--- config.mk ---
export PLATFORM = sky130hd
export DESIGN_NAME = per_router
export DESIGN_NICKNAME = d
export VERILOG_FILES = /design/src/per_pkg.sv /design/src/per_dst_mux.sv /design/src/per_router.sv /design/src/per_src_mux.sv
export SDC_FILE = /design/constraint.sdc
export NUM_CORES = 1
export LEC_CHECK = 0
export BUFFER_PORTS_ARGS = -buffer_cell sky130_fd_sc_hd__buf_2
export CORE_AREA = 5 5 179 224
export DETAILED_ROUTE_END_ITERATION = 12
export DIE_AREA = 0 0 184 229
export PLACE_DENSITY = 0.56
export SLEW_MARGIN = 10
export SYNTH_ARGS = -nofsm -noshare
export SYNTH_HDL_FRONTEND = slang
export SYNTH_SLANG_ARGS = --single-unit
--- constraint.sdc ---
create_clock -name ref_clk -period 3.5 [get_ports ref_clk]
set_input_delay 0.7 -clock ref_clk [delete_from_list [all_inputs] [get_ports ref_clk]]
set_output_delay 0.7 -clock ref_clk [all_outputs]
set_load 0.01 [all_outputs]
--- src/per_pkg.sv ---
// Shared constants for the peripheral event router: map, fields, resets and codes
package per_pkg;

  // Structure sizes
  localparam int NUM_CH = 8;
  localparam int NUM_DST = 18;
  localparam int SRC_SEL_W = 7;
  localparam int SRC_CODES = 128;
  localparam int SRC_SA_W = 3;
  localparam int DST_SA_W = 6;
  localparam int DST_SEL_W = 4;
  localparam int CH_W = 3;

  // Register indices; the byte address on the bus is four times the index
  localparam logic [11:0] IDX_SRC_SA = 12'hf98;
  localparam logic [11:0] IDX_SRC_SD = 12'hf99;
  localparam logic [11:0] IDX_DST_SA = 12'hf9a;
  localparam logic [11:0] IDX_DST_SD = 12'hf9b;

  // Field positions
  localparam int SRC_SEL_MSB = 6;
  localparam int DST_CON_BIT = 3;
  localparam int DST_CH_MSB = 2;
  localparam int DST_CH_LSB = 0;

  // Reset values
  localparam logic [SRC_SA_W-1:0] RST_SRC_SA = 3'h0;
  localparam logic [DST_SA_W-1:0] RST_DST_SA = 6'h00;
  localparam logic [SRC_SEL_W-1:0] RST_CH_SRC = 7'h00;
  localparam logic [DST_SEL_W-1:0] RST_DST_SEL = 4'h0;

  // Source select codes
  localparam logic [SRC_SEL_W-1:0] SRC_OFF = 7'h00;
  localparam logic [SRC_SEL_W-1:0] SRC_SW = 7'h01;
  localparam logic [SRC_SEL_W-1:0] SRC_TMR_BASE = 7'h10;
  localparam logic [SRC_SEL_W-1:0] SRC_MCT_BASE = 7'h18;
  localparam logic [SRC_SEL_W-1:0] SRC_RTC_CLK = 7'h20;
  localparam logic [SRC_SEL_W-1:0] SRC_RTC_ALARM = 7'h21;
  localparam logic [SRC_SEL_W-1:0] SRC_CMP_BASE = 7'h28;
  localparam logic [SRC_SEL_W-1:0] SRC_CMP_WIN = 7'h2a;
  localparam logic [SRC_SEL_W-1:0] SRC_PORT_A_BASE = 7'h40;
  localparam logic [SRC_SEL_W-1:0] SRC_PORT_C_BASE = 7'h48;
  localparam logic [SRC_SEL_W-1:0] SRC_PORT_E_BASE = 7'h4c;

  // Destination slots in the internal destination vector
  localparam int DI_TMR_IN0 = 0;
  localparam int DI_TMR_IN1 = 3;
  localparam int DI_MCT_IN = 6;
  localparam int DI_MCT_COMMON = 10;
  localparam int DI_RTC_SEL = 11;
  localparam int DI_ADC = 12;
  localparam int DI_DAC = 13;
  localparam int DI_EVOUT = 14;

  // Destination subaddress of each slot, slot order as above
  localparam logic [DST_SA_W-1:0] DST_SUBADDR [NUM_DST] = '{
    6'h00, 6'h02, 6'h06, 6'h01, 6'h03, 6'h07, 6'h08, 6'h09, 6'h0a,
    6'h0b, 6'h0c, 6'h0d, 6'h04, 6'h05, 6'h30, 6'h31, 6'h32, 6'h33};

  // Subaddress to slot lookup: bit 5 is hit, bits 4:0 the slot
  function automatic logic [5:0] per_dst_slot(input logic [DST_SA_W-1:0] sa);
    logic [5:0] r;
    r = 6'h00;
    for (int i = 0; i < NUM_DST; i++) begin
      if (DST_SUBADDR[i] == sa) begin
        r = {1'b1, 5'(i)};
      end
    end
    return r;
  endfunction : per_dst_slot

endpackage : per_pkg

--- src/per_dst_mux.sv ---
// One destination multiplexer: connects a destination to a channel or to 0
`timescale 1ns/1ps
module per_dst_mux
  import per_pkg::*;
#(
  parameter int N_CH = NUM_CH
) (
  input wire logic [N_CH-1:0] ch_vec, // All channel signals
  input wire logic connect, // Destination connect bit
  input wire logic [CH_W-1:0] ch_sel, // Destination channel field
  output logic dst // Destination signal
);

  initial begin
    if (N_CH < 1 || N_CH > (2**CH_W)) begin
      $error("per_dst_mux: N_CH out of range");
    end
  end

  // Channel numbers at or above the channel count read as logic 0
  assign dst = (connect && (int'(ch_sel) < N_CH)) ? ch_vec[ch_sel] : 1'b0;

endmodule : per_dst_mux

--- src/per_router.sv ---
// Peripheral event router top: Wishbone slave, indirect selectors and routing
`timescale 1ns/1ps
module per_router
  import per_pkg::*;
#(
  parameter int N_CH = NUM_CH,
  parameter int ADR_W = 16
) (
  input wire logic ref_clk, // Register clock, 250 MHz
  input wire logic rst_n, // Synchronous reset, active low
  // Wishbone classic slave
  input wire logic wb_cyc_i, // Bus cycle
  input wire logic wb_stb_i, // Strobe
  input wire logic wb_we_i, // Write enable
  input wire logic [ADR_W-1:0] wb_adr_i, // Byte address
  input wire logic [3:0] wb_sel_i, // Byte lane selects
  input wire logic [31:0] wb_dat_i, // Write data
  output logic [31:0] wb_dat_o, // Read data
  output logic wb_ack_o, // Acknowledge
  // Event sources
  input wire logic [2:0] timer_out, // Timer 0..2 outputs
  input wire logic [3:0] mct_out, // Multi-channel timer outputs A..D
  input wire logic rtc_prescale_clk, // RTC prescaled clock
  input wire logic rtc_alarm, // RTC alarm
  input wire logic [1:0] cmp_out, // Comparator 0 and 1 outputs
  input wire logic comparator_window_detect, // Comparator window detection
  input wire logic [7:0] port_a_pin, // Port A[7:0] pin levels
  input wire logic [3:0] port_c_pin, // Port C[7:4] pin levels
  input wire logic [3:0] port_e_pin, // Port E[6:3] pin levels
  // Event destinations
  output logic [2:0] timer_in0, // Timer 0..2 input 0
  output logic [2:0] timer_in1, // Timer 0..2 input 1
  output logic [3:0] mct_in, // Multi-channel timer inputs A..D
  output logic mct_in_common, // Multi-channel timer common input
  output logic rtc_src_sel, // RTC source select
  output logic adc_convert, // ADC convert trigger
  output logic dac_convert, // DAC convert trigger
  output logic [3:0] event_pin_output // Event outputs toward port pins
);

  // Byte addresses of the four registers
  localparam logic [ADR_W-1:0] ADR_SRC_SA = ADR_W'({IDX_SRC_SA, 2'b00});
  localparam logic [ADR_W-1:0] ADR_SRC_SD = ADR_W'({IDX_SRC_SD, 2'b00});
  localparam logic [ADR_W-1:0] ADR_DST_SA = ADR_W'({IDX_DST_SA, 2'b00});
  localparam logic [ADR_W-1:0] ADR_DST_SD = ADR_W'({IDX_DST_SD, 2'b00});

  // Refuse shapes the decode and selectors cannot serve
  initial begin
    if (N_CH < 1 || N_CH > (2**SRC_SA_W)) begin
      $error("per_router: N_CH out of range");
    end
    if (ADR_W < 14 || ADR_W > 32) begin
      $error("per_router: ADR_W out of range");
    end
  end

  // All register state of the block
  typedef struct packed {
    logic [SRC_SA_W-1:0] src_sa;
    logic [DST_SA_W-1:0] dst_sa;
    logic [N_CH-1:0][SRC_SEL_W-1:0] ch_src;
    logic [NUM_DST-1:0][DST_SEL_W-1:0] dst_sel;
    logic ack;
    logic [7:0] rdata;
  } per_state_t;

  per_state_t st_q;
  per_state_t st_d;
  per_state_t st_rst;

  logic [SRC_CODES-1:0] src_vec;
  logic [N_CH-1:0] ch_vec;
  logic [NUM_DST-1:0] dst_vec;
  logic [7:0] rd_val;
  logic [5:0] dst_hit_slot;
  logic req;
  logic src_sa_ok;

  // Reset image: every channel disabled, every destination on logic 0
  always_comb begin
    st_rst = '0;
    st_rst.src_sa = RST_SRC_SA;
    st_rst.dst_sa = RST_DST_SA;
    for (int c = 0; c < N_CH; c++) begin
      st_rst.ch_src[c] = RST_CH_SRC;
    end
    for (int d = 0; d < NUM_DST; d++) begin
      st_rst.dst_sel[d] = RST_DST_SEL;
    end
  end

  // Source line table; unused codes stay 0 so a bad code drives a quiet channel
  always_comb begin
    src_vec = '0;
    src_vec[SRC_OFF] = 1'b0;
    src_vec[SRC_SW] = 1'b1;
    for (int i = 0; i < 3; i++) begin
      src_vec[int'(SRC_TMR_BASE) + i] = timer_out[i];
    end
    for (int i = 0; i < 4; i++) begin
      src_vec[int'(SRC_MCT_BASE) + i] = mct_out[i];
    end
    src_vec[SRC_RTC_CLK] = rtc_prescale_clk;
    src_vec[SRC_RTC_ALARM] = rtc_alarm;
    for (int i = 0; i < 2; i++) begin
      src_vec[int'(SRC_CMP_BASE) + i] = cmp_out[i];
    end
    src_vec[SRC_CMP_WIN] = comparator_window_detect;
    // Pin levels are taken raw, so no alternate-function setting is needed
    for (int i = 0; i < 8; i++) begin
      src_vec[int'(SRC_PORT_A_BASE) + i] = port_a_pin[i];
    end
    for (int i = 0; i < 4; i++) begin
      src_vec[int'(SRC_PORT_C_BASE) + i] = port_c_pin[i];
      src_vec[int'(SRC_PORT_E_BASE) + i] = port_e_pin[i];
    end
  end

  // Channel multiplexers run in parallel, one per channel
  for (genvar c = 0; c < N_CH; c++) begin : g_ch
    per_src_mux #(
      .SEL_W(SRC_SEL_W)
    ) u_src (
      .src_vec(src_vec),
      .sel(st_q.ch_src[c]),
      .ch(ch_vec[c])
    );
  end

  // Destination multiplexers; any number may point at one channel
  for (genvar d = 0; d < NUM_DST; d++) begin : g_dst
    per_dst_mux #(
      .N_CH(N_CH)
    ) u_dst (
      .ch_vec(ch_vec),
      .connect(st_q.dst_sel[d][DST_CON_BIT]),
      .ch_sel(st_q.dst_sel[d][DST_CH_MSB:DST_CH_LSB]),
      .dst(dst_vec[d])
    );
  end

  // Destination wiring; combinational on purpose so routing needs no clock edge
  always_comb begin
    for (int i = 0; i < 3; i++) begin
      timer_in0[i] = dst_vec[DI_TMR_IN0 + i];
      timer_in1[i] = dst_vec[DI_TMR_IN1 + i];
    end
    for (int i = 0; i < 4; i++) begin
      mct_in[i] = dst_vec[DI_MCT_IN + i];
      event_pin_output[i] = dst_vec[DI_EVOUT + i];
    end
    mct_in_common = dst_vec[DI_MCT_COMMON];
    rtc_src_sel = dst_vec[DI_RTC_SEL];
    adc_convert = dst_vec[DI_ADC];
    dac_convert = dst_vec[DI_DAC];
  end

  // Bus request decode
  assign req = wb_cyc_i && wb_stb_i;
  assign src_sa_ok = int'(st_q.src_sa) < N_CH;
  assign dst_hit_slot = per_dst_slot(st_q.dst_sa);

  // Read multiplexer; reserved bits and unmapped addresses read zero
  always_comb begin
    rd_val = 8'h00;
    if (wb_adr_i == ADR_SRC_SA) begin
      rd_val = 8'(st_q.src_sa);
    end else if (wb_adr_i == ADR_SRC_SD) begin
      if (src_sa_ok) begin
        rd_val = {1'b0, st_q.ch_src[st_q.src_sa]};
      end
    end else if (wb_adr_i == ADR_DST_SA) begin
      rd_val = 8'(st_q.dst_sa);
    end else if (wb_adr_i == ADR_DST_SD) begin
      if (dst_hit_slot[5]) begin
        rd_val = 8'(st_q.dst_sel[dst_hit_slot[4:0]]);
      end
    end
  end

  // Next state: one-cycle ack, write lands with the ack, released next cycle
  always_comb begin
    st_d = st_q;
    st_d.ack = 1'b0;
    if (req && !st_q.ack) begin
      st_d.ack = 1'b1;
      st_d.rdata = rd_val;
      if (wb_we_i && wb_sel_i[0]) begin
        if (wb_adr_i == ADR_SRC_SA) begin
          st_d.src_sa = wb_dat_i[SRC_SA_W-1:0];
        end else if (wb_adr_i == ADR_SRC_SD) begin
          if (src_sa_ok) begin
            st_d.ch_src[st_q.src_sa] = wb_dat_i[SRC_SEL_MSB:0];
          end
        end else if (wb_adr_i == ADR_DST_SA) begin
          st_d.dst_sa = wb_dat_i[DST_SA_W-1:0];
        end else if (wb_adr_i == ADR_DST_SD) begin
          // Subaddresses with no destination behind them drop the write
          if (dst_hit_slot[5]) begin
            st_d.dst_sel[dst_hit_slot[4:0]] = wb_dat_i[DST_SEL_W-1:0];
          end
        end
      end
    end
  end

  // State register; selectors hold with no bus traffic, so stop mode keeps routes
  always_ff @(posedge ref_clk) begin
    if (!rst_n) begin
      st_q <= st_rst;
    end else begin
      st_q <= st_d;
    end
  end

  // Bus outputs straight from the state register
  assign wb_ack_o = st_q.ack;
  assign wb_dat_o = {24'h000000, st_q.rdata};

endmodule : per_router

--- src/per_src_mux.sv ---
// One channel source multiplexer: picks a single source line by code
`timescale 1ns/1ps
module per_src_mux
  import per_pkg::*;
#(
  parameter int SEL_W = SRC_SEL_W
) (
  input wire logic [(2**SEL_W)-1:0] src_vec, // All selectable source lines
  input wire logic [SEL_W-1:0] sel, // Source select field of this channel
  output logic ch // Channel signal
);

  initial begin
    if (SEL_W < 2 || SEL_W > 8) begin
      $error("per_src_mux: SEL_W out of range");
    end
  end

  // Pure combinational pick, zero selector disables the channel
  assign ch = (sel != '0) ? src_vec[sel] : 1'b0;

endmodule : per_src_mux

Word-level counts from Yosys, hierarchy flattened
Cells that the tools add are included.
{ "word_totals": {"reg_bits": 146, "out_inout_bits": 51} }
{ "classes": {"n_lt_le_gt_ge": 30, "n_eq_ne": 21, "mux": 112, "bitwise_logic": 3, "n_reduce_logical": 19} }
{ "ops": {"columns": ["cell", "n"], "rows": [
  ["6-bit 2-to-1 mux", 19],
  ["3-bit by 4-bit < comparator with 1-bit output (second input constant)", 19],
  ["72-bit bitwise mux", 1],
  ["16-bit by 14-bit == test with 1-bit output (second input constant)", 4],
  ["7-bit by 8-bit < comparator with 1-bit output (second input constant)", 8],
  ["1-bit binary-select mux with 7-bit select", 8],
  ["56-bit bitwise mux", 1],
  ["7-bit nonzero test", 8],
  ["1-bit binary-select mux with 3-bit select", 18],
  ["1-bit 2-to-1 mux", 52],
  ["4-bit by 6-bit == test with 1-bit output (first input constant)", 6],
  ["7-bit 2-to-1 mux", 4],
  ["3-bit by 6-bit == test with 1-bit output (first input constant)", 4],
  ["6-bit == test (first input constant)", 4],
  ["7-bit binary-select mux with 3-bit select", 1],
  ["7-bit demux with 3-bit select", 1],
  ["4-bit binary-select mux with 5-bit select", 1],
  ["4-bit demux with 5-bit select", 1],
  ["4-bit 2-to-1 mux", 4],
  ["2-bit by 6-bit == test with 1-bit output (first input constant)", 2],
  ["9-bit 2-to-1 mux", 1],
  ["7-bit AND reduction", 1],
  ["1-bit by 6-bit == test with 1-bit output (first input constant)", 1],
  ["6-bit zero test", 1],
  ["other kinds (9)", 15]
]} }

Logic depth before layout (Yosys ltp)
Gate-level depths: netlist (run 1).
{ "depth": {"depth_word": 27, "depth_mapped": 11, "ltp_nobuf": 7} }

Hierarchy
From an unflattened synthesis (run 1), not the netlist that was laid out.
{ "unflattened": {"cells_unflattened": 1845, "hier_area_um2": 18474.0} }
{ "by_module_without_submodules": {"columns": ["mod", "instances", "cells_each", "area_each_um2", "seq_area_each_um2"], "rows": [
  ["per_src_mux", 8, 110, 1231.2, 0.0],
  ["per_router", 1, 839, 7340.8, 2902.8],
  ["per_dst_mux", 18, 7, 71.3, 0.0]
]} }

Least setup slack after synthesis (run 1)
No wires, ideal clock.
{ "synth_timing": {"kind": "input to output", "startpoint": "in port_a_pin[5]", "endpoint": "out event_pin_output[0]", "arrival_ps": 2895, "required_ps": 2800, "setup_slack_ps": -95, "path_stages": 8, "path_cell_list": "mux4_1 -> mux4_2 -> and3_4 -> a21o_4 -> buf_6 -> mux4_2 -> o211a_1 -> buf_4"} }
{ "synth_via": {"elab_chain_len": 6, "word_cells_on_any_way": 27, "classes_between": "mux (27)"} }
{ "synth_rtl": {"columns": ["item", "line", "source"], "rows": [
  ["start: declaration", "per_router.sv:27", "input wire logic [7:0] port_a_pin,"],
  ["1-bit binary-select mux with 7-bit select", "per_src_mux.sv:20", "assign ch = (sel != '0) ? src_vec[sel] : 1'b0;"],
  ["1-bit 2-to-1 mux (implied by the code)", "per_src_mux.sv:20", null],
  ["1-bit 2-to-1 mux", "per_src_mux.sv:20", null],
  ["1-bit binary-select mux with 3-bit select *", "per_dst_mux.sv:21", "assign dst = (connect && (int'(ch_sel) < N_CH)) ? ch_vec[ch_sel] : 1'b0;"],
  ["1-bit 2-to-1 mux (implied by the code) *", "per_dst_mux.sv:21", null],
  ["1-bit 2-to-1 mux *", "per_dst_mux.sv:21", null],
  ["end: declaration", "per_router.sv:38", "output logic [3:0] event_pin_output"]
]} }
Mark *: on every way between the ends. The rest lies on a longest branch, timed or not. The select of a mux whose other input is x is not followed.

Final worst setup path (run 1)
{ "layout_timing": {"startpoint": "reg st_q[81] (netlist bit)", "endpoint": "out timer_in0[2]"} }
{ "layout_via": {"elab_chain_len": 6, "word_cells_on_any_way": 7, "classes_between": "mux (6); reduce/logical (1)"} }
{ "layout_rtl": {"columns": ["item", "line", "source"], "rows": [
  ["start: declaration", "per_router.sv:67", "per_state_t st_q;"],
  ["start signal: assignment", "per_router.sv:210", "st_q <= st_rst;"],
  ["start signal: assignment", "per_router.sv:212", "st_q <= st_d;"],
  ["1-bit binary-select mux with 7-bit select", "per_src_mux.sv:20", null],
  ["1-bit 2-to-1 mux (implied by the code)", "per_src_mux.sv:20", null],
  ["1-bit 2-to-1 mux *", "per_src_mux.sv:20", null],
  ["1-bit binary-select mux with 3-bit select *", "per_dst_mux.sv:21", null],
  ["1-bit 2-to-1 mux (implied by the code) *", "per_dst_mux.sv:21", null],
  ["1-bit 2-to-1 mux *", "per_dst_mux.sv:21", null],
  ["end: declaration", "per_router.sv:31", "output logic [2:0] timer_in0,"]
]} }
Marked as above.

==> results of run 1 <==
-- state kept, by name, summed over array words and instances, names as in the netlist --
register and count:
st_q 137, wb_dat_o 7, wb_ack_o 1
-- layout by cell type, fill, tap and decap left out, types with 6 or more instances in the layout --
master       n
a211oi_1     9
a21boi_0    56
a21oi_1     20
a31oi_1     12
a32oi_1     16
and2_1      21
and3_1       6
buf_2       76
buf_4      121
buf_6        7
clkbuf_16   17
conb_1      25
dfxtp_1    140
inv_1       14
mux2_2      15
mux2i_1    129
mux4_2      65
nand2_1    116
nand2b_1     9
nand3_1     26
nand3b_1    34
nand4_1     31
nor2_1      58
nor2b_1    110
o211a_1     18
o211ai_1     7
o21ai_0     86
-- metal layers --
layer  routed length (um)  GRT usage, %  up-vias
met5                    9             0        -
li1                     -             -     4913
met4                 1340          6.56        2
met3                 2560          3.41       85
met1                16300          23.3     5252
met2                20200          32.4      457
-- synth_stat cells, drive strengths merged (15+ instances only) --
| cell type | instances |
|---|---|
| o21ai | 89 |
| nand4 | 31 |
| a21boi | 56 |
| dfxtp | 145 |
| buf | 73 |
| nand3 | 26 |
| a21oi | 20 |
| nor2 | 59 |
| nor2b | 110 |
| mux2i | 130 |
| clkbuf | 85 |
| mux4 | 69 |
| a32oi | 16 |
| mux2 | 15 |
| and2 | 21 |
| nand3b | 34 |
| nand2 | 116 |
| o211a | 18 |
-- layout make-up --
| class | instances | area [um2] |
|---|---|---|
| multi-input cells | 993 | 7840 |
| clock buffers | 20 | 457 |
| inverters | 14 | 52.6 |
| repair buffers | 207 | 1430 |
| clock inverters | 10 | 135 |
| flip-flops and latches | 145 | 2910 |
| fillers | 3880 | 24400 |
| well taps | 492 | 616 |
-- where the power goes --
part | switching (uW) | total, uW | internal, uW
sequential | 2.77 | 1660 | 1650
combinational | 174 | 306 | 132
clock | 774 | 1920 | 1150
total | 951 | 3890 | 2940
-- cells by family after synthesis --
family	Yosys count	share of synthesized area, %
simple gates	456	21.9
compound gates	294	18.0
mux	214	26.8
buf+inv	173	7.84
flops	145	25.3
xor+xnor	2	0.152
other cells	1	0.0326
-- worst max-delay path, delay by kind of cell (launching register included) --
kind                   cells  cell delay [ns]
muxes                      3             1.51
AOI/OAI and AO/OA          2             0.48
DFF                        1             0.39
and+or+nand+nor            1             0.24
buffers and inverters      1             0.14
-- timing repair --
item | in CTS | in global routing
pin swaps | 7 | 4
resized for setup | 23 | 11
endpoints found under the hold margin | 0 | 0
setup endpoints to repair | 18 | 18
cloned | 2 | 0
-- how the worst max path moves through the flow --
stage	start	endpoint	slack (ns)	cells past startpoint
final	st_q[81]	timer_in0[2]	-0.40	7
after floorplan	port_e_pin[3]	event_pin_output[0]	-0.07	8
after global placement	port_a_pin[2]	event_pin_output[1]	-0.43	8
after detailed placement	port_a_pin[2]	event_pin_output[1]	-0.42	8
after CTS	st_q[81]	timer_in1[1]	-0.41	7
after global routing	st_q[81]	event_pin_output[3]	-0.48	7
-- through the flow --
| stage | instance area (um2) | utilization, % | total power, uW |
|---|---|---|---|
| 6_report | 13400 | 35.5 | 3890 |
| 5_1_grt | 13400 | 35.5 | 4000 |
| 4_1_cts | 13400 | 35.4 | 3910 |
| 3_5_place_dp | 12700 | 33.7 | 1990 |
| 3_3_place_gp | 12700 | 33.7 | 1990 |
| 2_1_floorplan | 11600 | - | 1870 |
==> results.toml, run 1 <==
[timing]
hold_violations = 0
fmax_mhz = 257
final.min_clock_period_ns = 3.90
finClkSkew_ns = 0.0214
layout_setup_ws_ns = -0.397
finalCritPeriodShare_pct = 111
tightest_slew_ns = 0.987
slew-limit-headroom_pct = 33.5
finalSetupTns_ns = -6.52
holdWs_ns = 0.498
setup_viol = 18
rsz0062_at_grt = "yes"
slew_violations = 0

[yosys]
yosysTopAreaCell = "dfxtp_1"
syn-mean-instance-area_um2 = 8.94
ys_seq_area_share_pct = 25.3
synthCells = 1285
ys_ff_latch = 145
synthArstFlopShare_pct = 0
synth_ff_type = "dfxtp_1"
syn_area_um2 = 11500
netlist.area_leader.share_pct = 25.3
synth-edff-count = 0
yosysWarnings = 0
netlist_top_cells_area = "dfxtp_1 (25%), mux2i_1 (11%), mux4_2 (11%)"
synth.distinct_cells = 82

[place]
io_buffers = 82
place_ws_ns = -0.419
place_congestion = 0.928
placed_cells = 1849
hpwl_mm = 28.3

[clock_network]
cts_max_path_buffers = 2
cts_tree = "done"
post-cts-setup-buffers = 0
h-tree-depth = 4
clk-insertion-delay-late_ns = 0.44
cts-root-buf = "clkbuf_16"
ctsHoldBuffers = 0
path_clk_slew_ns = 0.07
cts_num_sinks = 145
cts_buffers = 17

[critical_path]
worstPathRequired_ns = 2.80
cp.arrival_ns = 3.20
crit_fanout = 5
worstReg2RegStart = "st_q[140]"
reg2reg_depth = 8
critPathSlowestCell = "mux4_2"
worst_setup_path_end_kind = "primary output"
regToRegEndpoint = "wb_dat_o[3]"
ff2ff_setup_slack_ns = 0.41
crit_type = "reg2out"
crit_top_cell = "mux4_2"
cp-start-kind = "flip-flop"
max_stage_delay_ns = 0.52
crit_path_cell_trace = "mux4_2 -> mux4_2 -> and3_4 -> a21o_4 -> mux4_1 -> o211a_1 -> buf_2"

[grt]
grt_pass1_wl_mm = 62.6
grt_start_max_net_pins = 60
grt_usage_pct = 18.8
antenna_found_initial = 3
grt_overflow = 0
grt_pass1_vias = 10526

[layout]
area_delta_synth_final_pct = 17.0
drive_above_1_share_pct = 25.0
diodes = 0
finalNetCount = 1463
fin_cells = 1881

[floorplanning]
die_h_um = 229
start_util_pct = 30.4
rows = 80
ios = 136
core-area_um2 = 37800
die_x_um = 184
dieArea_um2 = 42100

[min_path]
hold_end = "wb_dat_o[5]"
hp-start = "wb_dat_o[5]"
hold_path_depth = 1
hp-class = "reg2reg"

[pwr]
pwr_density_cell_nw_per_um2 = 289
power.leakage_uw = 0.00509
peakVddDrop_v = 0.000260

[routing]
wire_per_inst_um = 21.5
vias = 10709
drc_errors = 0
drt_iter0_markers = 821
dr.pass1.iters = 5
ant_nets = 0
vias_per_cell = 5.69
wirelength_mm = 40.4

[job]
max_cap_viol_count = 0

[status]
status = "finished, violations left"
violations = "negative setup slack"
(Power assumes the default switching activity.)
==> run 2: changes to the inputs <==
Settings changed: CORE_AREA 5 5 179 224 to 5 5 152 263, DIE_AREA 0 0 184 229 to 0 0 157 268.
==> results.toml, run 2 (same netlist as run 1, synthesis figures left out) <==
[critical_path]
crit_top_cell = "mux4_2"
crit_type = "reg2out"
cp.arrival_ns = 3.22
cp-start-kind = "flip-flop"
worstPathRequired_ns = 2.80
crit_path_cell_trace = "mux4_2 -> mux4_2 -> and3_4 -> a21o_4 -> mux4_2 -> o211a_1 -> buf_2"
critPathSlowestCell = "mux4_2"
ff2ff_setup_slack_ns = 0.48
max_stage_delay_ns = 0.54
worst_setup_path_end_kind = "primary output"
crit_fanout = 5
reg2reg_depth = 7
worstReg2RegStart = "st_q[138]"
regToRegEndpoint = "wb_dat_o[1]"

[pwr]
pwr-share-clk_pct = 48.7
power_switching_share_pct = 25.8
peakVddDrop_v = 0.000330
pwr-share-seq_pct = 43.1
intPower_uw = 2850
pwr_density_cell_nw_per_um2 = 284
combPwrFrac_pct = 8.2
p_sw_uw = 992
power.leakage_uw = 0.00509

[floorplanning]
rows = 94
core-area_um2 = 37500
ios = 136
die_x_um = 157
dieArea_um2 = 42100
start_util_pct = 30.6
die_h_um = 268

[timing]
tightest_slew_ns = 0.949
finalSetupTns_ns = -7.12
finClkSkew_ns = 0.00786
slew_violations = 0
fmax_mhz = 255
slew-limit-headroom_pct = 36.7
layout_setup_ws_ns = -0.424
final.min_clock_period_ns = 3.92
finalCritPeriodShare_pct = 112
hold_violations = 0
rsz0062_at_grt = "yes"
holdWs_ns = 0.504
setup_viol = 18

[layout]
layout_common_cells = "dfxtp_1 (140), mux2i_1 (129), buf_4 (120)"
drive_above_1_share_pct = 25.2
fillers = 3800
stdcell_area_um2 = 13500
final_core_util_pct = 36.0
area_delta_synth_final_pct = 17.5
multi_input_area_um2 = 7830
finalNetCount = 1465
regMostFlops = "st_q"
seq_area_um2 = 2910
largest_register_ffs = 137
fin_cells = 1874
final_common_cell = "dfxtp_1"

[routing]
drt_iter0_markers = 906
vias = 10738
wirelength_mm = 43.5
drc_errors = 0
dr.pass1.iters = 5
vias_per_cell = 5.73
wire_per_inst_um = 23.2
ant_nets = 0

[status]
violations = "negative setup slack"
status = "finished, violations left"

[grt]
met1_usage_pct = 20.8
grt_pass1_vias = 10752
grt_usage_pct = 20.4
antenna_found_initial = 2
grt_start_max_net_pins = 120
use_met2_pct = 37.4
grt_overflow = 0
busiest_layer = "met2"
grt_pass1_wl_mm = 65.0
use_met3_pct = 2.76

[clock_network]
ctsHoldBuffers = 0
clk-insertion-delay-late_ns = 0.45
cts_buffers = 17
cts_tree = "done"
cts_max_path_buffers = 2
cts-root-buf = "clkbuf_16"
h-tree-depth = 4
path_clk_slew_ns = 0.07
cts_num_sinks = 145

[min_path]
hold_end = "wb_dat_o[6]"
hp-start = "wb_dat_o[6]"
hold_path_depth = 2
hp-class = "reg2reg"

[place]
placed_cells = 1838
hpwl_mm = 32.1
place_congestion = 0.974
placed_area_um2 = 12800
io_buffers = 82

[job]
max_cap_viol_count = 0
-- run 2: power groups by stage --
stage | Clock (uW) | Sequential [uW] | Combinational, uW
2_1_floorplan | 0 | 1690 | 174
3_3_place_gp | 0 | 1690 | 307
3_5_place_dp | 0 | 1690 | 310
4_1_cts | 1900 | 1660 | 311
5_1_grt | 1970 | 1660 | 330
6_report | 1870 | 1660 | 315
-- run 2: metrics by stage --
stage / setup slack (ns) / total power (uW)
2_1_floorplan: -0.0747 / 1870
3_3_place_gp: -0.405 / 2000
3_5_place_dp: -0.421 / 2000
4_1_cts: -0.488 / 3870
5_1_grt: -0.487 / 3960
6_report: -0.424 / 3840
-- run 2: layout make-up --
class	instances	area share [%]
Antenna cell	1	0.0185
Clock buffer	18	3.18
Clock inverter	14	1.15
Inverter	14	0.389
Multi-Input combinational cell	993	58.0
Sequential cell	145	21.6
Tap cell	480	4.45
Timing Repair Buffer	209	11.3
-- run 2: worst max path at each step --
stage	start	end	slack [ns]
6_report	st_q[81]	timer_in0[2]	-0.42
5_1_grt	st_q[81]	timer_in0[0]	-0.49
4_1_cts	st_q[81]	mct_in[0]	-0.49
3_5_place_dp	port_e_pin[3]	mct_in[0]	-0.42
3_3_place_gp	port_e_pin[0]	mct_in[0]	-0.41
2_1_floorplan	port_e_pin[3]	event_pin_output[0]	-0.07
-- run 2: timing repair --
action                                 CTS  global route
buffers inserted                         1             0
pin swaps                                5             6
endpoints found under the hold margin    0             0
setup endpoints to repair               18            18
resized for setup                       25            12
cloned                                   2             0
-- run 2: layer usage --
metal	vias to the layer above	wire (um)
met3	153	1980
met4	2	3400
met1	5211	15200
met5	-	7
met2	444	22900
li1	4928	-
-- run 2: worst max-delay path: cells and delay by family, from the launching register on --
kind | cells | cell delay [ns]
buffers and inverters | 1 | 0.15
AOI/OAI and AO/OA | 2 | 0.50
muxes | 3 | 1.50
and+or+nand+nor | 1 | 0.22
DFF | 1 | 0.40
